### src/rtl/spf_pkg.sv
// Shared constants and types for the self-programming control link
package spf_pkg;
  // Control byte bit positions
  localparam int BIT_ENABLE   = 0;
  localparam int BIT_ERASE    = 1;
  localparam int BIT_WRITE    = 2;
  localparam int BIT_LOCK     = 3;
  localparam int BIT_REENABLE = 4;
  localparam int BIT_SIG      = 5;
  localparam int BIT_BUSY     = 6;
  localparam logic [7:0] CTRL_RESET = 8'h00;
  localparam logic [5:0] CMD_MASK   = 6'h3F;
  // Command codes in bits 5:0, bit 7 is don't care
  localparam logic [5:0] CMD_ERASE    = 6'h03;
  localparam logic [5:0] CMD_WRITE    = 6'h05;
  localparam logic [5:0] CMD_LOCKWR   = 6'h09;
  localparam logic [5:0] CMD_REENABLE = 6'h11;
  localparam logic [5:0] CMD_FILL     = 6'h01;
  localparam logic [5:0] CMD_LOCKRD   = 6'h09;
  localparam logic [5:0] CMD_SIGNATURE_READ_SELECT    = 6'h21;
  // Pointer values for timed reads
  localparam logic [15:0] Z_FUSE_LOW  = 16'h0000;
  localparam logic [15:0] Z_LOCK      = 16'h0001;
  localparam logic [15:0] Z_FUSE_EXT  = 16'h0002;
  localparam logic [15:0] Z_FUSE_HIGH = 16'h0003;
  localparam logic [15:0] Z_SIG1      = 16'h0000;
  localparam logic [15:0] Z_CALIB     = 16'h0001;
  localparam logic [15:0] Z_SIG2      = 16'h0002;
  localparam logic [15:0] Z_SIG3      = 16'h0004;
  localparam logic [7:0]  RESERVED_RD = 8'hFF;
  // Timed windows, in cycles after the control write
  localparam logic [2:0] LOAD_WINDOW  = 3'h3;
  localparam logic [2:0] STORE_WINDOW = 3'h4;
  // Programming time
  localparam int CLK_PERIOD_NS   = 8;
  localparam int PROG_MIN_NS     = 3700000;
  localparam int PROG_MAX_NS     = 4500000;
  localparam int PROG_MIN_CYCLES = (PROG_MIN_NS + CLK_PERIOD_NS - 1) / CLK_PERIOD_NS;
  localparam int PROG_MAX_CYCLES = PROG_MAX_NS / CLK_PERIOD_NS;
  localparam int PROG_CNT_W      = 20;
  // Host APB register offsets
  localparam logic [7:0] REG_CTRL_VAL = 8'h00;
  localparam logic [7:0] REG_POINTER  = 8'h04;
  localparam logic [7:0] REG_GO       = 8'h08;
  localparam logic [7:0] REG_STATUS   = 8'h0C;
  localparam int GO_START = 0;
  localparam int GO_LOAD  = 1;
  localparam int ST_BUSY  = 0;
  localparam int ST_REFUSED = 1;
  localparam int ST_LOAD_LSB = 8;
  localparam int ST_CTRL_LSB = 16;
  typedef enum logic [2:0] {
    SPF_IDLE      = 3'b000,
    SPF_WAIT_PREV = 3'b001,
    SPF_WAIT_EE   = 3'b010,
    SPF_WRITE     = 3'b011,
    SPF_ISSUE     = 3'b100,
    SPF_WAIT_DATA = 3'b101
  } spf_host_state_t;
endpackage

### src/rtl/spf_link_if.sv
// Link between the processor core end and the self-programming controller
`timescale 1ns/1ps
interface spf_link_if;
  logic        ctrl_wr;
  logic [7:0]  ctrl_wdata;
  logic [7:0]  ctrl_rdata;
  logic        store_req;
  logic        load_req;
  logic [15:0] pointer;
  logic [7:0]  load_data;
  logic        load_valid;
  logic        eeprom_write_busy;
  modport core (output ctrl_wr, ctrl_wdata, store_req, load_req, pointer,
                input ctrl_rdata, load_data, load_valid, eeprom_write_busy);
  modport dev (input ctrl_wr, ctrl_wdata, store_req, load_req, pointer,
               output ctrl_rdata, load_data, load_valid, eeprom_write_busy);
endinterface

### src/rtl/spf_device.sv
// Self-programming controller: timed windows, fuse/lock/signature reads, write timing
// Notes on behaviour
// RL1: EEPROM write busy refuses programming commands
// RL2: EEPROM write busy refuses fuse/lock reads
// RL3: Software polls EEPROM busy before control write
// RL4: Pointer 1 plus lock select reads lock
// RL5: Lock select clears on read or timeout
// RL6: Bits clear means ordinary flash read
// RL7: Pointer 0 plus lock select reads low fuse
// RL8: Pointer 3 plus lock select reads high fuse
// RL9: Pointer 2 plus lock select reads extended fuse
// RL10: Programmed bits read zero, unprogrammed one
// RL11: Signature select reads addressed signature byte
// RL12: Signature select clears on read or timeout
// RL13: Signature bytes at 0,2,4, calibration at 1
// RL14: Flash write survives system reset
// RL15: Flash write lasts 3.7 to 4.5 ms
// RL16: Software waits for enable clear first
// RL17: Software keeps timed sequence uninterrupted
// RL18: Software re-enables until busy flag clears
// RL19: Store within four cycles starts command
// RL20: Busy flag held until re-enable written
// RL21: Fuse values latched at reset, eight bits
`timescale 1ns/1ps
module spf_device
  import spf_pkg::*;
#(
  parameter int          PROG_CYCLES = spf_pkg::PROG_MIN_CYCLES,
  parameter logic [7:0]  SIG_BYTE1   = 8'hA5, // Arbitrary identity value
  parameter logic [7:0]  SIG_BYTE2   = 8'h5A, // Arbitrary identity value
  parameter logic [7:0]  SIG_BYTE3   = 8'h3C  // Arbitrary identity value
)(
  // Clock and resets
  input  wire logic        pclk,
  input  wire logic        presetn,
  input  wire logic        sys_reset_n,
  // Core link
  spf_link_if.dev          link,
  // EEPROM status
  input  wire logic        eeprom_write_busy,
  // Nonvolatile cells, 1 = programmed
  input  wire logic [7:0]  fuse_low_prog,
  input  wire logic [7:0]  fuse_high_prog,
  input  wire logic [7:0]  fuse_ext_prog,
  input  wire logic [7:0]  lock_prog,
  input  wire logic [7:0]  calib_byte,
  // Flash array
  output logic [15:0]      flash_raddr,
  input  wire logic [7:0]  flash_rdata,
  output logic             flash_erase,
  output logic             flash_write,
  output logic             flash_lock_write,
  output logic             flash_buffer_fill,
  output logic             flash_busy
);
  import spf_pkg::*;

  // Refused at elaboration: the counter and the timing range cannot serve it
  if (PROG_CYCLES < PROG_MIN_CYCLES || PROG_CYCLES > PROG_MAX_CYCLES
      || PROG_CYCLES >= (1 << PROG_CNT_W))
  begin : g_prog_cycles_check
    $error("PROG_CYCLES outside the programming time range");
  end

  localparam logic [PROG_CNT_W-1:0] PROG_LAST = PROG_CNT_W'(PROG_CYCLES - 1);

  typedef struct packed {
    logic [5:0]            cmd;
    logic                  rww_busy;
    logic [2:0]            win;
    logic                  prog_active;
    logic [PROG_CNT_W-1:0] prog_cnt;
    logic                  load_valid;
    logic [7:0]            load_data;
    logic                  captured;
    logic [7:0]            fuse_low;
    logic [7:0]            fuse_high;
    logic [7:0]            fuse_ext;
    logic [7:0]            lock;
    logic [7:0]            calib;
    logic                  erase;
    logic                  write;
    logic                  lock_wr;
    logic                  fill;
  } spf_dev_state_t;

  spf_dev_state_t st;
  spf_dev_state_t next_st;

  function automatic logic [7:0] fuse_read(input logic [15:0] z, input spf_dev_state_t s);
    case (z)
      Z_FUSE_LOW:  fuse_read = s.fuse_low;   // [RL7]
      Z_LOCK:      fuse_read = s.lock;       // [RL4]
      Z_FUSE_EXT:  fuse_read = s.fuse_ext;   // [RL9]
      Z_FUSE_HIGH: fuse_read = s.fuse_high;  // [RL8]
      default:     fuse_read = RESERVED_RD;
    endcase
  endfunction

  function automatic logic [7:0] sig_read(input logic [15:0] z, input logic [7:0] cal);
    case (z)
      Z_SIG1:  sig_read = SIG_BYTE1;         // [RL13]
      Z_CALIB: sig_read = cal;
      Z_SIG2:  sig_read = SIG_BYTE2;
      Z_SIG3:  sig_read = SIG_BYTE3;
      default: sig_read = RESERVED_RD;
    endcase
  endfunction

  logic enable_on;
  logic lock_sel;
  logic sig_sel;
  logic load_in_window;
  logic store_in_window;

  assign enable_on       = st.cmd[BIT_ENABLE];
  assign lock_sel        = enable_on && st.cmd[BIT_LOCK];
  assign sig_sel         = enable_on && st.cmd[BIT_SIG];
  assign load_in_window  = st.win != 3'h0 && st.win <= LOAD_WINDOW;
  assign store_in_window = st.win != 3'h0 && st.win <= STORE_WINDOW;

  always_comb
  begin
    next_st            = st;
    next_st.load_valid = 1'b0;
    next_st.erase      = 1'b0;
    next_st.write      = 1'b0;
    next_st.lock_wr    = 1'b0;
    next_st.fill       = 1'b0;
    // Window counter runs while a command waits for its instruction
    if (st.win != 3'h0 && !st.prog_active)
      next_st.win = st.win + 3'h1;
    // Timed write of the control byte
    if (link.ctrl_wr && !st.prog_active && !eeprom_write_busy)  // [RL1] [RL2]
    begin
      next_st.cmd = link.ctrl_wdata[5:0] & CMD_MASK;
      next_st.win = link.ctrl_wdata[BIT_ENABLE] ? 3'h1 : 3'h0;
    end
    // Loads: timed read or plain flash read
    if (link.load_req)
    begin
      next_st.load_valid = 1'b1;
      if (sig_sel && load_in_window)
      begin
        next_st.load_data = sig_read(link.pointer, st.calib);  // [RL11]
        next_st.cmd       = 6'h00;                             // [RL12]
        next_st.win       = 3'h0;
      end
      else if (lock_sel && load_in_window)
      begin
        next_st.load_data = fuse_read(link.pointer, st);       // [RL4]
        next_st.cmd       = 6'h00;                             // [RL5]
        next_st.win       = 3'h0;
      end
      else
        next_st.load_data = flash_rdata;                       // [RL6]
    end
    // Store inside the window starts the command
    if (link.store_req && enable_on && store_in_window && !st.prog_active)  // [RL19]
    begin
      next_st.win = 3'h0;
      case (st.cmd)
        CMD_ERASE:
        begin
          next_st.erase       = 1'b1;
          next_st.prog_active = 1'b1;
          next_st.rww_busy    = 1'b1;   // [RL20]
          next_st.prog_cnt    = '0;
        end
        CMD_WRITE:
        begin
          next_st.write       = 1'b1;
          next_st.prog_active = 1'b1;
          next_st.rww_busy    = 1'b1;   // [RL20]
          next_st.prog_cnt    = '0;
        end
        CMD_LOCKWR:
        begin
          next_st.lock_wr     = 1'b1;
          next_st.prog_active = 1'b1;
          next_st.prog_cnt    = '0;
        end
        CMD_REENABLE:
        begin
          next_st.rww_busy = 1'b0;      // [RL20]
          next_st.cmd      = 6'h00;
        end
        CMD_FILL:
        begin
          next_st.fill = 1'b1;
          next_st.cmd  = 6'h00;
        end
        default:
          next_st.cmd = 6'h00;
      endcase
    end
    // Missed windows drop the request
    else if (enable_on && !st.prog_active
             && st.win == (st.cmd[BIT_SIG] ? LOAD_WINDOW : STORE_WINDOW))  // [RL5] [RL12]
    begin
      next_st.cmd = 6'h00;
      next_st.win = 3'h0;
    end
    // Oscillator-timed programming
    if (st.prog_active)
    begin
      if (st.prog_cnt == PROG_LAST)      // [RL15]
      begin
        next_st.prog_active = 1'b0;
        next_st.cmd         = 6'h00;
      end
      else
        next_st.prog_cnt = st.prog_cnt + PROG_CNT_W'(1);
    end
    // System reset clears requests but lets a running write finish
    if (!sys_reset_n || !st.captured)
    begin
      if (!st.prog_active)               // [RL14]
        next_st.cmd = 6'h00;
      next_st.win       = 3'h0;
      next_st.captured  = 1'b1;
      next_st.fuse_low  = ~fuse_low_prog;   // [RL10] [RL21]
      next_st.fuse_high = ~fuse_high_prog;
      next_st.fuse_ext  = ~fuse_ext_prog;
      next_st.lock      = ~lock_prog;
      next_st.calib     = calib_byte;
    end
  end

  // Power-loss reset only; system reset is handled above
  always_ff @(posedge pclk or negedge presetn)
  begin
    if (!presetn)
      st <= '0;
    else
      st <= next_st;
  end

  always_comb
  begin
    link.ctrl_rdata           = {1'b0, st.rww_busy, st.cmd};
    link.ctrl_rdata[BIT_BUSY] = st.rww_busy;
  end

  assign link.load_data         = st.load_data;
  assign link.load_valid        = st.load_valid;
  assign link.eeprom_write_busy = eeprom_write_busy;
  assign flash_raddr            = link.pointer;
  assign flash_erase            = st.erase;
  assign flash_write            = st.write;
  assign flash_lock_write       = st.lock_wr;
  assign flash_buffer_fill      = st.fill;
  assign flash_busy             = st.prog_active;
endmodule

### src/flat_wrapper.sv
// flat-port wrapper written by rule: the top's interface ports become plain ports
module spf_device_flat import spf_pkg::*;
#(
  parameter int          PROG_CYCLES = spf_pkg::PROG_MIN_CYCLES,
  parameter logic [7:0]  SIG_BYTE1   = 8'hA5,                            
  parameter logic [7:0]  SIG_BYTE2   = 8'h5A,                            
  parameter logic [7:0]  SIG_BYTE3   = 8'h3C                             
)
  (pclk, presetn, sys_reset_n, eeprom_write_busy, fuse_low_prog, fuse_high_prog, fuse_ext_prog, lock_prog, calib_byte, flash_raddr, flash_rdata, flash_erase, flash_write, flash_lock_write, flash_buffer_fill, flash_busy, link_ctrl_wr, link_ctrl_wdata, link_store_req, link_load_req, link_pointer, link_ctrl_rdata, link_load_data, link_load_valid, link_eeprom_write_busy);
  spf_link_if link_i ();
  input  wire logic pclk;
  input  wire logic presetn;
  input  wire logic sys_reset_n;
  input  wire logic eeprom_write_busy;
  input  wire logic [7:0] fuse_low_prog;
  input  wire logic [7:0] fuse_high_prog;
  input  wire logic [7:0] fuse_ext_prog;
  input  wire logic [7:0] lock_prog;
  input  wire logic [7:0] calib_byte;
  output logic [15:0] flash_raddr;
  input  wire logic [7:0] flash_rdata;
  output logic flash_erase;
  output logic flash_write;
  output logic flash_lock_write;
  output logic flash_buffer_fill;
  output logic flash_busy;
  input wire logic [$bits(link_i.ctrl_wr)-1:0] link_ctrl_wr;
  input wire logic [$bits(link_i.ctrl_wdata)-1:0] link_ctrl_wdata;
  input wire logic [$bits(link_i.store_req)-1:0] link_store_req;
  input wire logic [$bits(link_i.load_req)-1:0] link_load_req;
  input wire logic [$bits(link_i.pointer)-1:0] link_pointer;
  output wire logic [$bits(link_i.ctrl_rdata)-1:0] link_ctrl_rdata;
  output wire logic [$bits(link_i.load_data)-1:0] link_load_data;
  output wire logic [$bits(link_i.load_valid)-1:0] link_load_valid;
  output wire logic [$bits(link_i.eeprom_write_busy)-1:0] link_eeprom_write_busy;
  assign link_i.ctrl_wr = link_ctrl_wr;
  assign link_i.ctrl_wdata = link_ctrl_wdata;
  assign link_i.store_req = link_store_req;
  assign link_i.load_req = link_load_req;
  assign link_i.pointer = link_pointer;
  assign link_ctrl_rdata = link_i.ctrl_rdata;
  assign link_load_data = link_i.load_data;
  assign link_load_valid = link_i.load_valid;
  assign link_eeprom_write_busy = link_i.eeprom_write_busy;
  spf_device #(.PROG_CYCLES(PROG_CYCLES), .SIG_BYTE1(SIG_BYTE1), .SIG_BYTE2(SIG_BYTE2), .SIG_BYTE3(SIG_BYTE3)) u_core (.pclk(pclk), .presetn(presetn), .sys_reset_n(sys_reset_n), .link(link_i), .eeprom_write_busy(eeprom_write_busy), .fuse_low_prog(fuse_low_prog), .fuse_high_prog(fuse_high_prog), .fuse_ext_prog(fuse_ext_prog), .lock_prog(lock_prog), .calib_byte(calib_byte), .flash_raddr(flash_raddr), .flash_rdata(flash_rdata), .flash_erase(flash_erase), .flash_write(flash_write), .flash_lock_write(flash_lock_write), .flash_buffer_fill(flash_buffer_fill), .flash_busy(flash_busy));
endmodule
### config.mk
export PLATFORM = sky130hd
export DESIGN_NAME = spf_device_flat
export DESIGN_NICKNAME = d
export VERILOG_FILES = /design/src/rtl/spf_pkg.sv /design/src/rtl/spf_link_if.sv /design/src/rtl/spf_device.sv /design/src/flat_wrapper.sv
export SDC_FILE = /design/constraint.sdc
export NUM_CORES = 1
export LEC_CHECK = 0
export BUFFER_PORTS_ARGS = -buffer_cell sky130_fd_sc_hd__buf_2
export CAP_MARGIN = 10
export CORE_MARGIN = 2
export CORE_UTILIZATION = 57
export DETAILED_ROUTE_END_ITERATION = 12
export PLACE_DENSITY_LB_ADDON = 0.12
export RECOVER_POWER = 100
export SYNTH_ARGS = -nofsm -noshare
export SYNTH_HDL_FRONTEND = slang
export SYNTH_SLANG_ARGS = --single-unit
### constraint.sdc
create_clock -name pclk -period 3.06 [get_ports pclk]
set_input_delay 0.459 -clock pclk [delete_from_list [all_inputs] [get_ports pclk]]
set_output_delay 0.459 -clock pclk [all_outputs]
set_load 0.005 [all_outputs]
==> qor.yml, run 1 <==
grt_pass1_vias: 3317
synthesis.nets: 528
setup_violations: 0
criticalPathCategory: "flop to flop"
min_delay_path_depth: 1
ys_warn_count: 0
leakage_nw: 2.22
cts_setup_buffers: 0
yosys.area.top_type: "dfrtp_1"
ir_drop_mv: 0.316
finalWirelength_um: 9640
via_per_inst: 5.72
finalNonFillerCells: 621
path_max_fanout: 22
dieArea_sq_mm: 0.00861
cp.required_ns: 3.30
cp-end-kind: "flop"
maxCapViolCount: 1
cts_resized: 0
combPwrFrac_pct: 9.4
vias: 3553
worst_ep_arrival_time_ns: 2.79
antenna_found_initial: 0
synth-seq-cells: 85
synth_cell_type_count: 52
r2r_cells: 7
synth_most_common_cell: "dfrtp_1"
ys_top_cells_by_count: "dfrtp_1, nor2_1, a21oi_1"
worst_pin_slew_ns: 2.07
synth_top_area_share_pct: 47.3
hold_viol: 0
dpl.hpwl_um: 6740
area_growth_syn_to_layout_pct: 12.4
power.net_switching_mw: 0.571
die_y_um: 92.8
syn_inst: 444
grtUsageTotal_pct: 23.0
numCtsBuffers: 9
grt_pass1_wl_um: 15800
fin_tns_setup_ns: 0
gp_congestion: 0.908
slew_headroom_pct: -38.3
path_clk_slew_ns: 0.08
seqPwrFrac_pct: 51.8
ys_seq_area_share_pct: 47.3
r2r-start: "u_core.st[75]$_DFF_PN0_"
grt_max_degree: 86
violations: "capacitance limit, slew limit"
io_buffer_count: 114
clock_skew_ns: 0.0150
max_freq_mhz: 393
ys_top_cells_by_area: "dfrtp_1, buf_4, a21oi_1"
cts_max_level: 3
startpoint_type: "flop"
period_share_pct: 83.2
hold_start: "link_load_req"
drive_above_1_share_pct: 27.9
rsz0062_at_grt: "false"
fin_crit_ns: 2.55
finalMaxSlewViolations: 86
p_sw_share_pct: 24.5
synth_ff_type: "dfrtp_1"
status: "finished with violations"
cp-startpoint: "u_core.st[75]$_DFF_PN0_"
die_w_um: 92.8
clockBufferDepth: 2
root_buffer: "clkbuf_8"
hold_buffers: 0
diodes: 0
wl_per_cell_um: 15.5
postSynthAreaPerCell_sq_um: 10.1
clock_power_share_pct: 38.8
nNetsFinal: 598
drt-initial-drc-count: 203
rows: 32
min_path_type: "input port to flop"
worstSkewPairLatency_ns: 0.35
drc: 0
async_reset_ff_share_pct: 100
clock_sinks: 85
start_util_pct: 58.5
grt_overflow: 0
ant_nets: 0
io_pins: 118
fillers: 653
dpl.cell_count: 605
synth-edff-count: 0
cts_tree: "built"
p_per_area_mw_per_mm2: 460
p_int_mw: 1.76
dr.pass1.iters: 4
core_area_sq_mm: 0.00769
fin_hold_ws_ns: 0.252
synth_area_sq_mm: 0.00450
[cell families after synthesis]
kind of cell	synth area share [%]
other	0.167
XOR/XNOR	0.974
multiplexers	10.4
adder cells (fa/ha/maj)	1.39
AO/OA/AOI/OAI	13.6
buffers and inverters	8.60
flip-flops	47.3
AND/OR/NAND/NOR	17.6
[flip-flops by register name (all words and copies together) (netlist names)]
signal	cells
u_core.flash_busy	1
u_core.link.load_data	8
u_core.st	64
u_core.link.load_valid	1
u_core.link.ctrl_rdata	7
u_core.flash_lock_write	1
u_core.flash_write	1
u_core.flash_erase	1
u_core.flash_buffer_fill	1
[worst max-delay path, stage by stage (launching register included)]
cell	delay, ns
dfrtp_1	0.44
inv_1	0.10
ha_1	0.20
ha_1	0.29
nand4b_1	0.15
or3_1	0.66
o21ba_1	0.36
a211oi_1	0.25
[layout make-up]
type / count / area [sq um] / share of cell area, %
flip-flops and latches: 85 / 2130 / 42.1
inverters: 7 / 26.3 / 0.520
multi-input cells: 294 / 1980 / 39.1
clock inverters: 7 / 103 / 2.03
well taps: 102 / 128 / 2.53
repair buffers: 117 / 569 / 11.3
clock buffers: 9 / 124 / 2.45
[cells in the final DEF, fill, tap and decap left out, types with 3 or more instances in the layout]
master / n
nor2b_1: 3
ha_1: 5
xnor2_1: 3
nand3_1: 3
and3_1: 9
nand4_1: 12
o211ai_1: 5
o21ai_0: 25
a21oi_1: 38
nand2b_1: 5
and4_1: 3
mux2i_1: 13
nand2_1: 25
mux2_2: 14
mux4_2: 8
nor4_1: 15
nor2_1: 46
buf_2: 99
nand4b_1: 3
nor3_1: 11
dfrtp_1: 85
inv_1: 6
a211oi_1: 6
inv_6: 3
clkbuf_1: 15
o21a_1: 4
clkbuf_8: 9
o221ai_1: 11
[power by group through the flow]
stage	clock network, mW	registers (mW)	logic [mW]
2_1_floorplan	0	1.22	0.138
3_3_place_gp	0	1.22	0.217
3_5_place_dp	0	1.23	0.221
4_1_cts	0.922	1.21	0.223
5_1_grt	0.972	1.21	0.244
6_report	0.903	1.21	0.218
[worst paths after layout]
path                                                       end  slack [ns]
min                           u_core.link.load_valid$_DFF_PN0_        0.25
min in group asynchronous   u_core.flash_buffer_fill$_DFF_PN0_        0.69
min reg2reg                            u_core.st[72]$_DFF_PN0_        0.47
max                        u_core.link.ctrl_rdata[3]$_DFF_PN0_        0.51
max reg2reg                u_core.link.ctrl_rdata[3]$_DFF_PN0_        0.51
max in group asynchronous            u_core.st[44]$_DFFE_PN0N_        1.15
[metal layers]
| layer | up-vias | track usage, % | wire, um |
|---|---|---|---|
| li1 | 1737 | - | - |
| met1 | 1679 | 34.0 | 4560 |
| met2 | 125 | 34.5 | 4320 |
| met3 | 12 | 3.99 | 613 |
| met4 | 0 | 8.21 | 150 |
| met5 | - | 0 | 0 |
[per-stage QoR]
| stage | setup slack, ns | utilization, % | power, mW | cell area (sq um) |
|---|---|---|---|---|
| floorplan | 1.03 | - | 1.36 | 4500 |
| global placement | 0.646 | 63.2 | 1.44 | 4860 |
| detailed placement | 0.543 | 63.2 | 1.45 | 4860 |
| CTS | 0.518 | 66.2 | 2.35 | 5090 |
| global route | 0.282 | 65.7 | 2.43 | 5050 |
| finish | 0.513 | 65.7 | 2.33 | 5050 |
No activity file was read; power rests on OpenSTA's default activity.
==> inputs of run 2 (changes only) <==
--- a/config.mk
+++ b/config.mk
@@ -8,7 +8,7 @@
 export BUFFER_PORTS_ARGS = -buffer_cell sky130_fd_sc_hd__buf_2
 export CAP_MARGIN = 10
 export CORE_MARGIN = 2
-export CORE_UTILIZATION = 57
+export CORE_UTILIZATION = 48
 export DETAILED_ROUTE_END_ITERATION = 12
 export PLACE_DENSITY_LB_ADDON = 0.12
 export RECOVER_POWER = 100
==> constraint.sdc (replaced) <==
create_clock -name pclk -period 2.21 [get_ports pclk]
set_input_delay 0.3315 -clock pclk [delete_from_list [all_inputs] [get_ports pclk]]
set_output_delay 0.3315 -clock pclk [all_outputs]
set_load 0.005 [all_outputs]
==> qor.yml, run 2 (same netlist as run 1, synthesis figures left out) <==
status: "finished clean"
leakage_nw: 2.28  # +2.6%
worst_pin_slew_ns: 1.31  # -0.769 ns
dr.pass1.iters: 4  # unchanged
slew_headroom_pct: 12.9  # +51 points
regMostFlops: "u_core.st"
design_area_sq_mm: 0.00518  # +2.6%
power.net_switching_mw: 0.801  # +40%
largest_reg_flops: 64  # unchanged
cts_max_level: 3  # unchanged
clock_power_share_pct: 39.0  # +0.2 points
fin_hold_ws_ns: 0.120  # -0.132 ns
p_per_area_mw_per_mm2: 625  # +36%
grt_pass1_vias: 3323  # +0.18%
p_sw_share_pct: 24.7  # +0.16 points
diodes: 0  # unchanged
vias: 3577  # +0.68%
cp.required_ns: 2.44  # -0.86 ns
worstSkewPairLatency_ns: 0.35  # about the same
rows: 35  # +9.4%
path_max_fanout: 8  # -64%
ir_drop_mv: 0.341  # +8.2%
via_per_inst: 5.55  # -2.9%
io_buffer_count: 114  # unchanged
clock_sinks: 85  # unchanged
dieArea_sq_mm: 0.0102  # +18%
use_met3_pct: 3.68  # -0.31 points
utilization_pct: 56.7  # -9.1 points
cp_common_cell: "ha_1"
path_delay_family: "simple AND/OR/NAND/NOR gates"
io_pins: 118  # unchanged
criticalPathCategory: "flop to flop"
placed_cell_area_sq_mm: 0.00499  # +2.6%
p_int_mw: 2.44  # +39%
dpl.hpwl_um: 7180  # +6.5%
layout_common_cells: "buf_2, dfrtp_1, nor2_1, a21oi_1, o21ai_0"
grtUsageTotal_pct: 20.3  # -2.7 points
finalWirelength_um: 10000  # +4.1%
antenna_found_initial: 0  # unchanged
hold_viol: 0  # unchanged
grt_overflow: 0  # unchanged
ant_nets: 0  # unchanged
cts_tree: "built"
path_cells: "clkbuf_1, ha_1, ha_1, nand3b_1, nand4_1, buf_4, nor4_1, o221ai_1"
maxCapViolCount: 0  # -1
final_common_cell: "buf_2"
setup_violations: 0  # unchanged
crit_buf_inv: 2  # +1
numCtsBuffers: 9  # unchanged
drt-initial-drc-count: 116  # -43%
die_w_um: 101  # +8.6%
seqPwrFrac_pct: 51.5  # -0.3 points
min_path_type: "input port to flop"
path_clk_slew_ns: 0.10  # +0.02 ns
cp-end-kind: "flop"
core_area_sq_mm: 0.00915  # +19%
grt.busiest_layer: "met2"
period_share_pct: 93.4  # +10 points
use_met1_pct: 29.3  # -4.7 points
drc: 0  # unchanged
worst_ep_arrival_time_ns: 2.29  # -0.50 ns
clockBufferDepth: 2  # unchanged
max_freq_mhz: 485  # +23%
area_growth_syn_to_layout_pct: 15.3
rsz0062_at_grt: "false"
cp_slowest_cell: "nor4_1"
grt_pass1_wl_um: 16200  # +2.4%
combPwrFrac_pct: 9.5  # about the same
die_y_um: 101  # +8.6%
met2_usage_pct: 30.9  # -3.6 points
grt_max_degree: 73  # -15%
wl_per_cell_um: 15.6  # +0.37%
place_ws_ns: 0.0465  # -0.496 ns
clock_skew_ns: 0.0156  # +0.000548 ns
start_util_pct: 49.1  # -9.4 points
finalMaxSlewViolations: 0  # -100%
drive_above_1_share_pct: 29.5  # +1.5 points
gp_congestion: 0.806  # -11%
startpoint_type: "flop"
critical_path.max_stage_delay_ns: 0.38  # -0.28 ns
fin_tns_setup_ns: 0  # unchanged
fin_crit_ns: 2.06  # -0.484 ns
root_buffer: "clkbuf_8"
fillers: 841  # +29%
setup_ws_ns: 0.146  # -0.366 ns
nNetsFinal: 612  # +2.3%
[run 2: path summary, 6_finish.rpt]
| path | from | to | slack, ns | depth (start not counted) |
|---|---|---|---|---|
| hold reg to reg | u_core.st[72]$_DFF_PN0_ | u_core.st[72]$_DFF_PN0_ | 0.48 | 1 |
| max in group asynchronous | presetn | u_core.st[8]$_DFFE_PN0N_ | 0.55 | 3 |
| hold / removal | link_load_req | u_core.link.load_valid$_DFF_PN0_ | 0.12 | 1 |
| setup reg to reg | u_core.st[75]$_DFF_PN0_ | u_core.link.load_data[5]$_DFFE_PN0P_ | 0.15 | 8 |
| setup / recovery | u_core.st[75]$_DFF_PN0_ | u_core.link.load_data[5]$_DFFE_PN0P_ | 0.15 | 8 |
| min in group asynchronous | presetn | u_core.flash_lock_write$_DFF_PN0_ | 0.68 | 2 |
[run 2: final cells by class]
cell class | instances | area [sq um] | share of cell area, %
inverter | 7 | 26.3 | 0.507
clock buffer | 9 | 124 | 2.39
multi-input combinational | 294 | 1980 | 38.2
clock inverter | 7 | 105 | 2.03
sequential | 85 | 2130 | 41.0
timing repair buffer | 131 | 681 | 13.1
tap | 111 | 139 | 2.68
[run 2: through the flow]
step,instances,power [mW]
6_report,644,3.24
3_3_place_gp,626,2.01
5_1_grt,644,3.40
3_5_place_dp,626,2.02
4_1_cts,643,3.28
2_1_floorplan,444,1.88
[run 2: timing repair]
item	CTS	global route
hold endpoints to repair	37	0
setup endpoints to repair	0	31
hold buffers	1	0
setup buffers	0	1
resized for setup	0	2
[run 2: per-layer routing]
metal	share of wire, %	routed length [um]
met5	0	0
met2	44	4420
met4	1.1	108
met3	5.2	522
met1	50	4980
[run 2: power by group through the flow]
stage	Combinational (mW)	Clock (mW)	Sequential, mW
floorplan	0.191	0	1.69
global placement	0.313	0	1.70
detailed placement	0.317	0	1.70
CTS	0.320	1.29	1.67
global route	0.344	1.38	1.68
finish	0.308	1.27	1.67
